### src/design/uart_hold_pkg.sv
// Constants shared by the UART holding and interrupt-enable block.
// Assumes a single 250 MHz clock domain and an 8-bit host bus with a 3-bit address.
package uart_hold_pkg;

   // --------------------------------------------------------------
   // Host bus register addresses (3-bit)
   // --------------------------------------------------------------
   localparam logic [2:0] ADDR_HOLD    = 3'h0;   // Transmit / receive holding
   localparam logic [2:0] ADDR_IEN     = 3'h1;   // Interrupt enable
   localparam logic [2:0] ADDR_SRC     = 3'h2;   // Interrupt source status (read)
   localparam logic [2:0] ADDR_FCTL    = 3'h2;   // Fifo control (write)
   localparam logic [2:0] ADDR_LCTL    = 3'h3;   // Line control
   localparam logic [2:0] ADDR_MCTL    = 3'h4;   // Modem control, clock select
   localparam logic [2:0] ADDR_LSTAT   = 3'h5;   // Line state flags
   localparam logic [2:0] ADDR_MSTAT   = 3'h6;   // Modem change flags

   // --------------------------------------------------------------
   // Bank selection values and field positions
   // --------------------------------------------------------------
   localparam logic [7:0] LCTL_ENH_KEY = 8'hbf;  // Opens enhanced bank
   localparam int         LCTL_DIV_BIT = 7;      // Divisor latch select
   localparam int         EFC_ENH_BIT  = 4;      // Enhanced functions enable
   localparam int         MCTL_CLK_BIT = 7;      // Clock select in modem control
   localparam logic [1:0] XBANK_NONE   = 2'h0;   // Extra bank bits 2:1 = 00
   localparam logic [1:0] XBANK_ONE    = 2'h1;   // First extra set
   localparam logic [1:0] XBANK_TWO    = 2'h2;   // Second extra set

   // --------------------------------------------------------------
   // Interrupt enable bit positions and reset values
   // --------------------------------------------------------------
   localparam int IEN_RECEIVE_READY_IRQ = 0;
   localparam int IEN_TRANSMIT_READY_IRQ = 1;
   localparam int IEN_LINE  = 2;
   localparam int IEN_MODEM = 3;
   localparam int IEN_SLEEP = 4;
   localparam int IEN_XOFF  = 5;
   localparam int IEN_RTS   = 6;
   localparam int IEN_CTS   = 7;
   localparam logic [7:0] IEN_RESET  = 8'h00;
   localparam logic [7:0] LCTL_RESET = 8'h1d;

   // --------------------------------------------------------------
   // Start bit validation timing (16x sample clock ticks)
   // --------------------------------------------------------------
   localparam logic [3:0] START_MID_TICKS = 4'h7; // Sample after 7.5 ticks

   // Bank decode result
   typedef enum logic [2:0] {
      BANK_GENERAL = 3'b000,
      BANK_DIVISOR = 3'b001,
      BANK_ENHANCE = 3'b010,
      BANK_LEVELS  = 3'b011,
      BANK_EXTRA1  = 3'b100,
      BANK_EXTRA2  = 3'b101
   } bank_t;

   // Receiver start detector states
   typedef enum logic [1:0] {
      RX_IDLE  = 2'b00,
      RX_HUNT  = 2'b01,
      RX_VALID = 2'b10
   } rx_state_t;

endpackage : uart_hold_pkg

### src/design/uart_holding_and_int_enable.sv
// Host side of a single-channel UART: bank select, holding registers,
// start-bit validation and interrupt enable with its sources.
// Assumes FIFOs, shifter and baud generator sit outside on the same clock.
//
// Notes on behaviour
// - General set only with divisor off, bank 000
// - Clock-select bit writable only with enhanced on
// - Divisor registers selected while line control bit7
// - Enhanced set only at key 0xbf, bank 00
// - Level counters with bank bit0, bits2:1 zero
// - First extra set when bank bits 01
// - Second extra set when bank bits 10
// - Holding write pushes bus byte into transmit fifo
// - Transmit empty flag on fifo empty or load
// - Holding read pops one received character
// - Start bit sampled mid-bit, false starts dropped
// - Clear-to-send rise interrupts when bit7 set
// - Request-to-send rise interrupts when bit6 set
// - Bit5 gates receive Xoff interrupt
// - Bit4 enables sleep mode
// - Bit3 gates modem change interrupt
// - Bit2 gates line error interrupt
// - Bit1 gates transmit ready interrupt
// - Bit0 gates receive ready interrupt
// - Receive status follows trigger level with fifos on and bit0 set
// - Data ready set on push, clear when empty
// - Transmit drain interrupt cleared by status read
`timescale 1ns/1ps
module uart_holding_and_int_enable
   import uart_hold_pkg::*;
(
   // Clock, reset, enable
   input  wire logic       SYS_CLK_I,
   input  wire logic       RST_B_I,
   input  wire logic       CLK_EN_I,
   // Host bus
   input  wire logic [2:0] ADDR_I,
   input  wire logic [7:0] WDATA_I,
   input  wire logic       WR_I,
   input  wire logic       RD_I,
   output logic      [7:0] RDATA_O,
   // Bank control from rest of UART
   input  wire logic [2:0] BANK_SEL_I,
   input  wire logic       ENH_EN_I,
   input  wire logic       FIFO_EN_I,
   // Transmit fifo side
   output logic            TX_PUSH_O,
   output logic      [7:0] TX_DATA_O,
   input  wire logic       TX_EMPTY_I,
   input  wire logic       TX_LOAD_I,
   // Receive fifo side
   output logic            RX_POP_O,
   input  wire logic [7:0] RX_DATA_I,
   input  wire logic       RX_EMPTY_I,
   input  wire logic       RX_PUSH_I,
   input  wire logic       RX_AT_TRIG_I,
   // Line, modem and flow events
   input  wire logic [3:0] LINE_ERR_I,
   input  wire logic [3:0] MODEM_CHG_I,
   input  wire logic       XOFF_RCVD_I,
   input  wire logic       RTS_LEVEL_I,
   // Serial pins and sample tick
   input  wire logic       CTS_PIN_I,
   input  wire logic       RXD_PIN_I,
   input  wire logic       TICK16_I,
   // Results
   output logic            START_OK_O,
   output logic            BANK_DIV_O,
   output logic      [2:0] BANK_O,
   output logic            CLK_SEL_O,
   output logic            SLEEP_EN_O,
   output logic            THR_EMPTY_O,
   output logic            DATA_READY_O,
   output logic            RX_STATUS_O,
   output logic            IRQ_O
);

   // ----------------------------------------------------------------
   // Bank decode function
   // ----------------------------------------------------------------
   function automatic bank_t bank_of(input logic [7:0] lc, input logic [2:0] xb);
      bank_t b;
      b = BANK_GENERAL;
      if (xb[2:1] == XBANK_ONE) begin
         b = BANK_EXTRA1;
      end else if (xb[2:1] == XBANK_TWO) begin
         b = BANK_EXTRA2;
      end else if (xb[2:1] == XBANK_NONE && lc == LCTL_ENH_KEY) begin
         b = BANK_ENHANCE;
      end else if (lc[LCTL_DIV_BIT]) begin
         b = BANK_DIVISOR;
      end else if (xb[0] && xb[2:1] == XBANK_NONE) begin
         b = BANK_LEVELS;
      end
      return b;
   endfunction : bank_of

   // ----------------------------------------------------------------
   // Pin synchronisers
   // ----------------------------------------------------------------
   logic [1:0] cts_sync_q, cts_sync_d;   // Clear-to-send, two stages
   logic [1:0] rxd_sync_q, rxd_sync_d;   // Receive line, two stages
   logic       cts_last_q, cts_last_d;   // Previous synced level
   logic       rxd_last_q, rxd_last_d;
   logic       rts_last_q, rts_last_d;   // Same-domain, no sync needed

   // Register and flag state
   logic [7:0] lctl_q, lctl_d;           // Line control
   logic [7:0] ien_q, ien_d;             // Interrupt enable
   logic       clk_sel_q, clk_sel_d;     // Modem control clock select
   logic       cts_pend_q, cts_pend_d;   // Sticky edge events
   logic       rts_pend_q, rts_pend_d;
   logic       tx_pend_q, tx_pend_d;     // Transmit drained event
   logic       tx_empty_q, tx_empty_d;   // Previous fifo empty
   logic       thr_empty_q, thr_empty_d;
   logic       ready_q, ready_d;
   logic       rx_stat_q, rx_stat_d;
   logic       irq_q, irq_d;
   logic [7:0] rdata_q, rdata_d;
   logic       push_q, push_d;
   logic [7:0] txd_q, txd_d;
   logic       pop_q, pop_d;
   bank_t      bank_now;
   logic       in_general;
   logic       rx_irq, tx_irq;

   // Start detector state
   rx_state_t  rx_st_q, rx_st_d;
   logic [3:0] tick_cnt_q, tick_cnt_d;
   logic       half_q, half_d;           // Half-tick flag for the .5, held until the next start
   logic       start_ok_q, start_ok_d;

   assign bank_now   = bank_of(lctl_q, BANK_SEL_I);
   assign in_general = (bank_now == BANK_GENERAL) && (BANK_SEL_I == 3'h0);

   // ----------------------------------------------------------------
   // Host register next state
   // ----------------------------------------------------------------
   always_comb begin
      cts_sync_d  = {cts_sync_q[0], CTS_PIN_I};
      rxd_sync_d  = {rxd_sync_q[0], RXD_PIN_I};
      cts_last_d  = cts_sync_q[1];
      rxd_last_d  = rxd_sync_q[1];
      rts_last_d  = RTS_LEVEL_I;
      lctl_d      = lctl_q;
      ien_d       = ien_q;
      clk_sel_d   = clk_sel_q;
      push_d      = 1'b0;
      pop_d       = 1'b0;
      txd_d       = txd_q;
      rdata_d     = rdata_q;
      tx_empty_d  = TX_EMPTY_I;
      // Line control lives in every bank so software can always leave one
      if (WR_I && ADDR_I == ADDR_LCTL) begin
         lctl_d = WDATA_I;
      end
      if (WR_I && in_general) begin
         case (ADDR_I)
            ADDR_HOLD: begin
               push_d = 1'b1;
               txd_d  = WDATA_I;
            end
            ADDR_IEN: begin
               // Upper half only opens with enhanced functions
               ien_d = ENH_EN_I ? WDATA_I : {ien_q[7:4], WDATA_I[3:0]};
            end
            ADDR_MCTL: begin
               if (ENH_EN_I) begin
                  clk_sel_d = WDATA_I[MCTL_CLK_BIT];
               end
            end
            default: begin
            end
         endcase
      end
      // Reads return data one cycle later
      if (RD_I) begin
         case (ADDR_I)
            ADDR_HOLD:  rdata_d = in_general ? RX_DATA_I : 8'h00;
            ADDR_IEN:   rdata_d = in_general ? ien_q : 8'h00;
            ADDR_SRC:   rdata_d = {6'h00, rx_stat_q, tx_pend_q};
            ADDR_LCTL:  rdata_d = lctl_q;
            ADDR_LSTAT: rdata_d = {2'h0, thr_empty_q, LINE_ERR_I, ready_q};
            ADDR_MSTAT: rdata_d = {4'h0, MODEM_CHG_I};
            default:    rdata_d = 8'h00;
         endcase
         if (ADDR_I == ADDR_HOLD && in_general && !RX_EMPTY_I) begin
            pop_d = 1'b1;
         end
      end
   end

   // ----------------------------------------------------------------
   // Flags and interrupt next state
   // ----------------------------------------------------------------
   always_comb begin
      cts_pend_d  = cts_pend_q;
      rts_pend_d  = rts_pend_q;
      tx_pend_d   = tx_pend_q;
      // Clears first so that a same-cycle event wins
      if (RD_I && ADDR_I == ADDR_SRC) begin
         tx_pend_d  = 1'b0;
         cts_pend_d = 1'b0;
         rts_pend_d = 1'b0;
      end
      if (WR_I && in_general && ADDR_I == ADDR_HOLD) begin
         tx_pend_d = 1'b0;
      end
      if (cts_sync_q[1] && !cts_last_q) begin
         cts_pend_d = 1'b1;
      end
      if (RTS_LEVEL_I && !rts_last_q) begin
         rts_pend_d = 1'b1;
      end
      if (TX_EMPTY_I && !tx_empty_q) begin
         tx_pend_d = 1'b1;
      end
      thr_empty_d = TX_EMPTY_I || TX_LOAD_I;
      if (RX_PUSH_I) begin
         ready_d = 1'b1;
      end else begin
         ready_d = !RX_EMPTY_I;
      end
      rx_stat_d = FIFO_EN_I && ien_q[IEN_RECEIVE_READY_IRQ] && RX_AT_TRIG_I;
      // Receive ready: trigger level with fifos, any data without
      rx_irq = FIFO_EN_I ? RX_AT_TRIG_I : !RX_EMPTY_I;
      tx_irq = FIFO_EN_I ? tx_pend_q : thr_empty_q;
      irq_d  = (ien_q[IEN_CTS]   && cts_pend_q)
            || (ien_q[IEN_RTS]   && rts_pend_q)
            || (ien_q[IEN_XOFF]  && XOFF_RCVD_I)
            || (ien_q[IEN_MODEM] && |MODEM_CHG_I)
            || (ien_q[IEN_LINE]  && |LINE_ERR_I)
            || (ien_q[IEN_TRANSMIT_READY_IRQ] && tx_irq)
            || (ien_q[IEN_RECEIVE_READY_IRQ] && rx_irq);
   end

   // ----------------------------------------------------------------
   // Start bit validation next state
   // ----------------------------------------------------------------
   always_comb begin
      rx_st_d    = rx_st_q;
      tick_cnt_d = tick_cnt_q;
      half_d     = half_q;
      start_ok_d = 1'b0;
      case (rx_st_q)
         RX_IDLE: begin
            // Falling edge of the line starts the count
            if (!rxd_sync_q[1] && rxd_last_q) begin
               rx_st_d    = RX_HUNT;
               tick_cnt_d = 4'h0;
               half_d     = 1'b0;
            end
         end
         RX_HUNT: begin
            if (TICK16_I) begin
               tick_cnt_d = tick_cnt_q + 4'h1;
               if (tick_cnt_d == START_MID_TICKS) begin
                  // Seventh tick seen; the half tick is one clock later
                  half_d = 1'b1;
               end
            end
            if (half_q) begin
               // Still low mid-bit: real start, else false start
               start_ok_d = !rxd_sync_q[1];
               rx_st_d    = rxd_sync_q[1] ? RX_IDLE : RX_VALID;
            end
         end
         RX_VALID: begin
            // Wait for line to return high before hunting again
            if (rxd_sync_q[1]) begin
               rx_st_d = RX_IDLE;
            end
         end
         default: rx_st_d = RX_IDLE;
      endcase
   end

   // ----------------------------------------------------------------
   // All registers, frozen while clock enable is low
   // ----------------------------------------------------------------
   always_ff @(posedge SYS_CLK_I or negedge RST_B_I) begin
      if (!RST_B_I) begin
         cts_sync_q  <= 2'h0;
         rxd_sync_q  <= 2'h3;
         cts_last_q  <= 1'b0;
         rxd_last_q  <= 1'b1;
         rts_last_q  <= 1'b0;
         lctl_q      <= LCTL_RESET;
         ien_q       <= IEN_RESET;
         clk_sel_q   <= 1'b0;
         cts_pend_q  <= 1'b0;
         rts_pend_q  <= 1'b0;
         tx_pend_q   <= 1'b0;
         tx_empty_q  <= 1'b1;
         thr_empty_q <= 1'b1;
         ready_q     <= 1'b0;
         rx_stat_q   <= 1'b0;
         irq_q       <= 1'b0;
         rdata_q     <= 8'h00;
         push_q      <= 1'b0;
         txd_q       <= 8'h00;
         pop_q       <= 1'b0;
         rx_st_q     <= RX_IDLE;
         tick_cnt_q  <= 4'h0;
         half_q      <= 1'b0;
         start_ok_q  <= 1'b0;
      end else if (CLK_EN_I) begin
         cts_sync_q  <= cts_sync_d;
         rxd_sync_q  <= rxd_sync_d;
         cts_last_q  <= cts_last_d;
         rxd_last_q  <= rxd_last_d;
         rts_last_q  <= rts_last_d;
         lctl_q      <= lctl_d;
         ien_q       <= ien_d;
         clk_sel_q   <= clk_sel_d;
         cts_pend_q  <= cts_pend_d;
         rts_pend_q  <= rts_pend_d;
         tx_pend_q   <= tx_pend_d;
         tx_empty_q  <= tx_empty_d;
         thr_empty_q <= thr_empty_d;
         ready_q     <= ready_d;
         rx_stat_q   <= rx_stat_d;
         irq_q       <= irq_d;
         rdata_q     <= rdata_d;
         push_q      <= push_d;
         txd_q       <= txd_d;
         pop_q       <= pop_d;
         rx_st_q     <= rx_st_d;
         tick_cnt_q  <= tick_cnt_d;
         half_q      <= half_d;
         start_ok_q  <= start_ok_d;
      end
   end

   // Bank view registered for the outputs
   logic [2:0] bank_q;
   logic       div_q;
   always_ff @(posedge SYS_CLK_I or negedge RST_B_I) begin
      if (!RST_B_I) begin
         bank_q <= 3'h0;
         div_q  <= 1'b0;
      end else if (CLK_EN_I) begin
         bank_q <= bank_now;
         div_q  <= lctl_d[LCTL_DIV_BIT];
      end
   end

   // ----------------------------------------------------------------
   // Outputs, all straight from flip-flops
   // ----------------------------------------------------------------
   assign RDATA_O      = rdata_q;
   assign TX_PUSH_O    = push_q;
   assign TX_DATA_O    = txd_q;
   assign RX_POP_O     = pop_q;
   assign START_OK_O   = start_ok_q;
   assign BANK_DIV_O   = div_q;
   assign BANK_O       = bank_q;
   assign CLK_SEL_O    = clk_sel_q;
   assign SLEEP_EN_O   = ien_q[IEN_SLEEP];
   assign THR_EMPTY_O  = thr_empty_q;
   assign DATA_READY_O = ready_q;
   assign RX_STATUS_O  = rx_stat_q;
   assign IRQ_O        = irq_q;
endmodule : uart_holding_and_int_enable

### config.mk
export PLATFORM = sky130hd
export DESIGN_NAME = uart_holding_and_int_enable
export DESIGN_NICKNAME = d
export VERILOG_FILES = /design/src/design/uart_hold_pkg.sv /design/src/design/uart_holding_and_int_enable.sv
export SDC_FILE = /design/constraint.sdc
export NUM_CORES = 1
export LEC_CHECK = 0
export ABC_AREA = 1
export CAP_MARGIN = 20
export CORE_ASPECT_RATIO = 0.6
export CORE_MARGIN = 2
export CORE_UTILIZATION = 52
export CTS_CLUSTER_SIZE = 16
export DETAILED_ROUTE_END_ITERATION = 10
export DONT_BUFFER_PORTS = 1
export PLACE_DENSITY = 0.7
export SYNTH_ARGS = -nofsm -noshare
export SYNTH_HDL_FRONTEND = slang
export SYNTH_SLANG_ARGS = --single-unit
### constraint.sdc
create_clock -name SYS_CLK_I -period 1.7 [get_ports SYS_CLK_I]
set_clock_uncertainty 0.1 [all_clocks]
set_input_delay 0.085 -clock SYS_CLK_I [delete_from_list [all_inputs] [get_ports SYS_CLK_I]]
set_output_delay 0.085 -clock SYS_CLK_I [all_outputs]
set_load 0.05 [all_outputs]
## Word level (Yosys, flattened, before mapping)

Index checks and enable logic that the tools add are counted.

- Input port bits: 47
- Flip-flop bits (word level): 61
- Logic and storage cells: 136

- Muxes and demuxes: 34
- Equal/unequal tests: 17
- Add/sub/neg operators: 1
- Reductions and logical operators: 57

Operators with widths:

| operator | number |
|---|---|
| $pmux W8 S6 | 1 |
| $logic_and A1 B1 Y1 | 22 |
| $mux W1 | 17 |
| $mux W8 | 2 |
| $reduce_and A4 Y1 | 4 |
| $mux W2 | 7 |
| $ne A2 B2 Y1 const B | 5 |
| $reduce_and A2 Y1 | 5 |
| $eq A3 B3 Y1 const B | 3 |
| $logic_not A3 Y1 | 3 |
| $eq A8 B8 Y1 const B | 1 |
| $mux W4 | 2 |
| $pmux W4 S2 | 1 |
| $reduce_or A4 Y1 | 2 |
| $logic_or A1 B1 Y1 | 7 |
| $eq A3 B2 Y1 const B | 2 |
| $mux W3 | 2 |
| $pmux W2 S3 | 1 |
| $reduce_and A3 Y1 | 2 |
| $reduce_bool A2 Y1 | 3 |
| $logic_not A1 Y1 | 5 |
| $reduce_and A5 Y1 | 1 |
| $add A4 B1 Y4 const B | 1 |
| $eq A2 B1 Y1 const B | 2 |
| other kinds (6) | 8 |

## Longest topological paths before layout

Gate-level depths: netlist (run 1).

- Depth after elaboration: 13
- Depth in mapped cells: 14

## Least setup slack after synthesis (run 1)

Ideal clock, no wire load.

- Path type: reg-to-reg
- Start: register lctl_q[7]
- End: register txd_q[4], in the netlist TX_DATA_O[4]
- Cell stages (with the launch flop): 11
- Setup time: 0.120 ns
- Arrival time: 1.743 ns
- Setup slack: -0.263 ns
- Cell sequence: dfrtp_1 > inv_1 > nand3_1 > nand2_1 > a21oi_4 > nand2_4 > nor2_8 > nand2_4 > buf_6 > nand2_1 > o21ai_2

- Cells in the longest elaborated chain, start to end: 9

Ends and longest elaborated chain:

| item | RTL line | source |
|---|---|---|
| from (decl) | uart_holding_and_int_enable.sv:108 | `logic [7:0] lctl_q, lctl_d;` |
| from (signal assigned) | uart_holding_and_int_enable.sv:313 | `lctl_q <= lctl_d;` |
| $eq A8 B8 Y1 | uart_holding_and_int_enable.sv:88 | `end else if (xb[2:1] == XBANK_NONE && lc == LCTL_ENH_KEY) begin` |
| $logic_and A1 B1 Y1 | uart_holding_and_int_enable.sv:88 |  |
| $mux W2 (*) | uart_holding_and_int_enable.sv:88 |  |
| $mux W3 (*) | uart_holding_and_int_enable.sv:86 | `end else if (xb[2:1] == XBANK_TWO) begin` |
| $mux W3 (*) | uart_holding_and_int_enable.sv:84 | `if (xb[2:1] == XBANK_ONE) begin` |
| $logic_not A3 Y1 (*) | uart_holding_and_int_enable.sv:134 | `assign in_general = (bank_now == BANK_GENERAL) && (BANK_SEL_I == 3'h0);` |
| $logic_and A1 B1 Y1 (*) | uart_holding_and_int_enable.sv:134 |  |
| $logic_and A1 B1 Y1 (*) | uart_holding_and_int_enable.sv:157 | `if (WR_I && in_general) begin` |
| $reduce_and A3 Y1 (no line) (*) | - |  |
| to (signal assigned) | uart_holding_and_int_enable.sv:326 | `txd_q <= txd_d;` |
| to (decl) | uart_holding_and_int_enable.sv:121 | `logic [7:0] txd_q, txd_d;` |

Mark *: on every way between the ends. The rest lies on a longest branch, timed or not.
A chain may end at the register's enable or synchronous reset.

## Worst setup path after layout (run 1)

- Start: register lctl_q[3]
- End: register txd_q[2], in the netlist TX_DATA_O[2]

- Cells in the longest elaborated chain, start to end: 9

Ends and longest elaborated chain:

| item | RTL line |
|---|---|
| $eq A8 B8 Y1 | uart_holding_and_int_enable.sv:88 |
| $logic_and A1 B1 Y1 | uart_holding_and_int_enable.sv:88 |
| $mux W2 | uart_holding_and_int_enable.sv:88 |
| $mux W3 | uart_holding_and_int_enable.sv:86 |
| $mux W3 | uart_holding_and_int_enable.sv:84 |
| $logic_not A3 Y1 | uart_holding_and_int_enable.sv:134 |
| $logic_and A1 B1 Y1 | uart_holding_and_int_enable.sv:134 |
| $logic_and A1 B1 Y1 | uart_holding_and_int_enable.sv:157 |
| $reduce_and A3 Y1 (no line) | - |

No other way between the ends.

==> results by group, run 1 <==
Floorplanning
  – DIE AREA: between 0.006 and 0.007 mm^2
  – Cell row count: 21
  – Die width: around 100 um
  – Initial Util: 0.547
  – Die height: around 64 um
  – I/O Pins: 76
  – Area of the core: roughly 0.0056 mm^2

STA
  – Period utilisation layout: 1.08
  – Worst hold slack: -0.00471 ns
  – Rel. slew slack: 0.626
  – Final setup fails: 26
  – Slew Viols, Final: 0
  – FMAX: 546 MHz
  – RSZ-0062 raised after global routing: true
  – Tmin final: between 1.5 and 2 ns
  – Least-Margin Pin Slew: 0.557 ns
  – Hold Violations, Final: 1
  – Final setup margin: -0.131 ns

Setup path
  – CP Data Required Time: approximately 1.8 ns
  – Worst Reg-to-Reg Cells: 12
  – CP Data Arrival Time: slightly below 2 ns
  – CP cell instances: nand2_1 -> nor2_1 -> nand3_2 -> nand2_2 -> nand2_2 -> nand2_4 -> nand2_4 -> nor2_8 -> buf_12 -> nand2_8 -> nand2_2 -> o21ai_2
  – Crit path capture type: flop
  – FF-to-FF setup slack: -0.13 ns
  – Crit Path Max Fanout: 8
  – Slowest stage cell, crit path: dfstp_2
  – CP Class: flop to flop
  – Crit path largest cell delay: between 0.5 and 0.6 ns
  – Startpoint Class: flop
  – Most used cell along the critical path: nand2_2

Global routing
  – GR Util All Layers: 0.276
  – Antenna violations before repair: 0
  – Vias in the first global route: between 2000 and 3000
  – Global-route wire length before repair: between 10 and 15 mm
  – Maximum number of pins on one net before global-route repair: a little over 60
  – GRT Residual Overflow: 0

Cells and area
  – Diode count: 0
  – Area growth, synth to finish: 33.8%
  – Layout Utilization: 0.732
  – Layout Cells excl Fill: 535
  – Final net count: between 500 and 600
  – Share of post-route cells with drive strength above 1: 0.187

Min path
  – Worst Hold Path Cells: 4
  – Worst min path class: input pin to flop

Routing
  – Routed via count: 2879
  – Drt total wl: 8.64 mm
  – Vias per cell: 5.38
  – DRT Pass-1 Iters: 5
  – Final routed DRC violation total: 0
  – DRT antenna net count: 0
  – DRT iter0 DRCs: between 200 and 250
  – WL per Instance: about 16 um

Synth
  – Synth top cells by count: nand2_1, dfrtp_1, inv_1, o21ai_0, nand3_1
  – Register area share after synthesis: 0.498
  – Synthesized Nets: around 440
  – Synth area leaders: dfrtp_1, nand2_1, dfstp_2
  – Cell area after synthesis: around 0.0031 mm^2
  – Leading area contributor after synthesis: dfrtp_1
  – Mapped Cells: 383
  – Post-synthesis register bit count: between 60 and 70
  – Most instantiated library cell after synthesis: nand2_1
  – Number of synthesized flops with an enable pin: 0
  – Ys flop type: dfrtp_1
  – Synth unique cells: 31
  – Post-synth top area share: 0.421
  – Synth Area per Inst: 8.07 um^2
  – FFs w/ async S/R, synth: 1.00
  – Ys Warns: 0

Power and ir drop
  – Pleak: approximately 2.0 nW
  – VDD IR-drop max: 0.000887 V
  – Internal: just under 0.003 W
  – Net Sw Frac: 0.315
  – Combinational power share: 0.197
  – Power per cell area: between 1000 and 1500 mW/mm^2
  – Switching Power: ~0.0013 W
  – Seq pwr share: 0.458
  – Clock share of power: 0.345

Run status
  – Violated checks: hold timing, setup timing
  – Status: finished, violations left

Place
  – Hpwl dp: ~5.7 mm
  – I/O Buffers: 0
  – DP Cell Count: about 470
  – RD Place Congestion: 0.896

Clock tree
  – CTS max path bufs: 2
  – Register clock-pin slew on the reported worst setup and hold paths: 0.07 ns
  – Skew-Pair Late Insertion Delay: roughly 0.34 ns
  – H-Tree Depth: 3
  – Total CTS buffers: 9
  – Sink Count: a little over 60
  – CTS tree: built
  – CTS root buffer: clkbuf_8

Flow run
  – Max-cap violations: 0
-- final cells by class --
type	instances	area (um^2)
clock buffer	12	155
clock inverter	4	70.1
fill	440	1520
inverter	44	165
multi-input combinational	271	1470
sequential	61	1540
tap	80	100
timing repair buffer	63	637
-- through the flow --
stage / total power, W / TNS (ns) / setup WS (ns) / instance area [um^2]
5_1_grt: 0.00446 / -4.41 / -0.205 / 4130
3_5_place_dp: 0.00258 / -0.491 / -0.0675 / 3290
4_1_cts: 0.00416 / -0.682 / -0.0591 / 3970
6_report: 0.00424 / -1.91 / -0.131 / 4130
2_1_floorplan: 0.00238 / -0.870 / -0.137 / 3090
3_3_place_gp: 0.00255 / -0.0637 / -0.00964 / 3290
-- sequential cells by signal, indices dropped and copies added, names as in the netlist, 2 cells and up --
| register | flops |
|---|---|
| rxd_sync_q | 2 |
| lctl_q | 8 |
| RDATA_O | 8 |
| tick_cnt_q | 4 |
| rx_st_q | 2 |
| TX_DATA_O | 8 |
| BANK_O | 3 |
| cts_sync_q | 2 |
| ien_q | 8 |
-- placed cells by master (no fill, tap or decap), drive strengths merged, types with 5 or more instances in the layout --
cell type and count:
nor2 21, dfrtp 52, clkbuf 12, ha 5, nand4 15, nand3 23, clkinv 5, o21ai 36
a21oi 8, dfstp 9, buf 23, inv 41, dlygate4sd3 39, nand3b 8, nand2 140
-- worst max-delay path, delay by kind of cell (launching register included) --
| family | cells | cell delay, ns |
|---|---|---|
| AOI/OAI and AO/OA | 1 | 0.06 |
| buffers and inverters | 1 | 0.14 |
| DFF | 1 | 0.53 |
| and+or+nand+nor | 10 | 0.87 |
-- cell families after synthesis --
kind of cell | count (synthesis) | share of synthesized area
compound gates | 54 | 0.110
xor+xnor | 2 | 0.00567
fa+ha+maj | 5 | 0.0202
buf+inv | 52 | 0.0672
flops | 61 | 0.498
simple gates | 209 | 0.300
-- timing repair --
| action | in CTS | in global routing |
|---|---|---|
| resized for setup | 9 | 27 |
| hold buffers | 41 | 1 |
| cloned | 0 | 1 |
| setup buffers | 0 | 5 |
| hold endpoints to repair | 113 | 1 |
| endpoints found under the setup margin | 20 | 36 |
| pin swaps | 2 | 9 |
-- power by group through the flow --
stage / registers (W) / logic [W] / clock network (W)
finish: 0.00194 / 0.000832 / 0.00146
global route: 0.00196 / 0.000923 / 0.00157
CTS: 0.00194 / 0.000744 / 0.00148
detailed placement: 0.00197 / 0.000615 / 0
global placement: 0.00196 / 0.000595 / 0
floorplan: 0.00197 / 0.000408 / 0
-- path summary, 6_finish.rpt --
kind | startpoint | to
setup / recovery | lctl_q[3] | TX_DATA_O[2]
hold / removal | LINE_ERR_I[2] | IRQ_O
setup reg to reg | lctl_q[3] | TX_DATA_O[2]
hold reg to reg | rts_last_q | rts_pend_q
max in group asynchronous | RST_B_I | lctl_q[2]
min in group asynchronous | RST_B_I | START_OK_O
-- metal layers --
metal,share of wire,global-route usage,vias to the layer above,routed length [um]
met5,0,0,-,0
met4,0.012,0.0811,0,103
met3,0.080,0.0766,11,693
met2,0.46,0.441,108,3940
met1,0.45,0.373,1372,3900
li1,-,-,1388,-
Note: power is estimated with default switching activity, not from simulation.
==> run 2: changes to the inputs <==
Settings changed: CAP_MARGIN 20 to 0, REMOVE_ABC_BUFFERS set to 1.
==> run 2 against run 1 <==
The run ends with setup timing left. Die area unchanged. Flip-flop and latch count stayed put. Global-route usage shrank 0.55 points. First-iteration DRC count up 2.6%. Wire length is 4.7% lower. Cell count is 1.7% lower. Sequential share of layout area is 2.1 points higher. Total power is 6.1% lower. Maximum frequency grew 3.4%. Combinational power down 2.5%. Core utilization down 4.0 points. Critical path type unchanged. Largest cell class unchanged. Largest power group unchanged. Highest routed layer unchanged.
==> results by group, run 2 (same netlist as run 1, synthesis figures left out) <==
STA
  – Rel. slew slack: 0.670 (+0.0442)
  – Period utilisation layout: 1.04 (-0.0352)
  – Slew Viols, Final: 0 (unchanged)
  – Final setup fails: 23 (-12%)
  – Final setup margin: -0.0711 ns (+0.0598 ns)
  – Tmin final: 1.77 ns (-0.0598 ns)
  – RSZ-0062 raised after global routing: true
  – FMAX: 565 MHz (+3.4%)
  – Least-Margin Pin Slew: 0.494 ns (-0.0629 ns)
  – Final setup TNS: -0.918 ns (+0.992 ns)
  – Hold Violations, Final: 0 (-1)

Floorplanning
  – Die width: 104 um (unchanged)
  – Initial Util: 0.547 (unchanged)
  – Die height: 63.7 um (unchanged)
  – DIE AREA: 0.00660 mm^2 (unchanged)
  – Cell row count: 21 (unchanged)
  – I/O Pins: 76 (unchanged)
  – Area of the core: 0.00565 mm^2 (unchanged)

Clock tree
  – Total CTS buffers: 9 (unchanged)
  – CTS tree: built
  – CTS max path bufs: 2 (unchanged)
  – CTS root buffer: clkbuf_8
  – H-Tree Depth: 3 (unchanged)
  – Sink Count: 61 (unchanged)
  – Skew-Pair Late Insertion Delay: 0.33 ns (about the same)
  – Register clock-pin slew on the reported worst setup and hold paths: 0.07 ns (about the same)

Run status
  – Status: finished, violations left
  – Violated checks: setup timing

Global routing
  – Antenna violations before repair: 0 (unchanged)
  – Vias in the first global route: 2799 (-1.7%)
  – GRT Residual Overflow: 0 (unchanged)
  – Global-route wire length before repair: 13.9 mm (-0.64%)
  – GR Util All Layers: 0.271 (-0.00551)
  – Maximum number of pins on one net before global-route repair: 62 (unchanged)

Setup path
  – Slowest stage cell, crit path: dfstp_2
  – CP cell instances: nand2_1 -> nor2_1 -> nand3_1 -> nand2_1 -> nand2_2 -> nand2_4 -> nand2_4 -> nor2_8 -> buf_4 -> nand2_1 -> nand2_1 -> nand2_1 -> inv_1
  – Crit-path leading delay family: simple AND/OR/NAND/NOR gates
  – Worst Reg-to-Reg Cells: 13 (+1)
  – Most used cell along the critical path: nand2_1
  – Crit path capture type: flop
  – CP Buf/Inv Count: 2 (+1)
  – CP Class: flop to flop
  – WP depth: 13 (+1)
  – Crit path largest cell delay: 0.54 ns (about the same)
  – CP Data Required Time: 1.87 ns (+0.04 ns)
  – CP Data Arrival Time: 1.94 ns (-0.02 ns)
  – Crit Path Max Fanout: 6 (-2)
  – Startpoint Class: flop

Place
  – RD Place Congestion: 0.882 (-1.6%)
  – Hpwl dp: 5.85 mm (+2.8%)
  – I/O Buffers: 0 (unchanged)

Routing
  – DRT antenna net count: 0 (unchanged)
  – DRT iter0 DRCs: 237 (+2.6%)
  – Drt total wl: 8.23 mm (-4.7%)
  – DRT Pass-1 Iters: 6 (+1)
  – Vias per cell: 5.39 (+0.16%)
  – WL per Instance: 15.6 um (-3.0%)
  – Routed via count: 2835 (-1.5%)
  – Final routed DRC violation total: 0 (unchanged)

Cells and area
  – Share of post-route cells with drive strength above 1: 0.139 (-0.0478)
  – Area growth, synth to finish: 26.4%
  – Diode count: 0 (unchanged)
  – Most frequent cells in the layout: nand2_1, dfrtp_1, inv_1, dlygate4sd3_1, o21ai_0
  – Most common cell after layout, fill and taps aside: nand2_1
  – Final net count: 493 (-1.8%)

Power and ir drop
  – Power per cell area: 1020 mW/mm^2 (-0.65%)
  – Pleak: 1.97 nW (-3.3%)
  – VDD IR-drop max: 0.000920 V (+3.7%)
  – Power consumption: 0.00398 W (-6.1%)

Flow run
  – Max-cap violations: 0 (unchanged)

Min path
  – Worst min path class: input pin to flop
  – Worst Hold Path Cells: 6 (+2)
==> run 2: changes by cell type in the layout (fill, tap and decap cells not counted), sizes merged <==
cell	before	now
dlygate4sd3	39	35
bufinv	2	0
buf	23	19
nand2	140	139
clkbuf	12	15
clkinv	5	4
==> run 2: area by class of cell <==
cell class              count  area, um^2
fillers                   470        1740
flip-flops and latches     61        1540
multi-input cells         270        1380
repair buffers             55         538
clock buffers              15         186
inverters                  44         165
well taps                  80         100
clock inverters             1        5.00
==> run 2: worst paths after layout <==
kind	endpoint	startpoint	slack, ns
worst max register to register	CLK_SEL_O	lctl_q[2]	-0.07
min in group asynchronous	tick_cnt_q[1]	RST_B_I	0.20
worst max-delay path	CLK_SEL_O	lctl_q[2]	-0.07
max in group asynchronous	tx_empty_q	RST_B_I	1.02
worst min-delay path	RDATA_O[1]	ADDR_I[2]	0.02
worst min register to register	rts_pend_q	rts_last_q	0.36
==> run 2: what timing repair did <==
action | 4_1_cts | 5_1_grt
setup buffers | 0 | 2
pin swaps | 0 | 2
gates resized for setup | 0 | 10
hold buffers | 37 | 0
cloned | 0 | 0
hold endpoints to repair | 115 | 0
setup endpoints to repair | 19 | 35
==> run 2: worst register-to-register path: cells and delay by family (launching register included) <==
kind,cells,cell delay [ns]
AND/OR/NAND/NOR,11,0.86
flip-flops,1,0.54
buffers and inverters,2,0.21
==> run 2: power by group <==
part           switching, W  leakage, nW  internal (W)
Combinational      0.000479         1.10      0.000333
Clock              0.000532       0.0997      0.000688
Sequential         0.000292        0.774       0.00165
==> run 2: layer usage <==
layer / track usage / wire length (um) / share of wire / vias to the layer above
li1: - / - / - / 1370
met1: 0.397 / 3880 / 0.47 / 1322
met2: 0.392 / 3510 / 0.43 / 127
met3: 0.0787 / 726 / 0.088 / 16
met4: 0.0777 / 111 / 0.013 / 0
met5: 0 / 0 / 0 / -
==> run 2: stage by stage <==
stage / area, um^2 / utilization / instances / hold WS [ns] / worst slack [ns]
after CTS: 3860 / 0.683 / 524 / 0.00317 / -0.0502
after detailed placement: 3280 / 0.581 / 471 / -0.309 / -0.0397
after global routing: 3910 / 0.692 / 526 / 0.0208 / -0.250
after floorplan: 3050 / - / 375 / -0.311 / -0.330
after global placement: 3280 / 0.581 / 471 / -0.309 / 0.00309
final: 3910 / 0.692 / 526 / 0.0185 / -0.0711
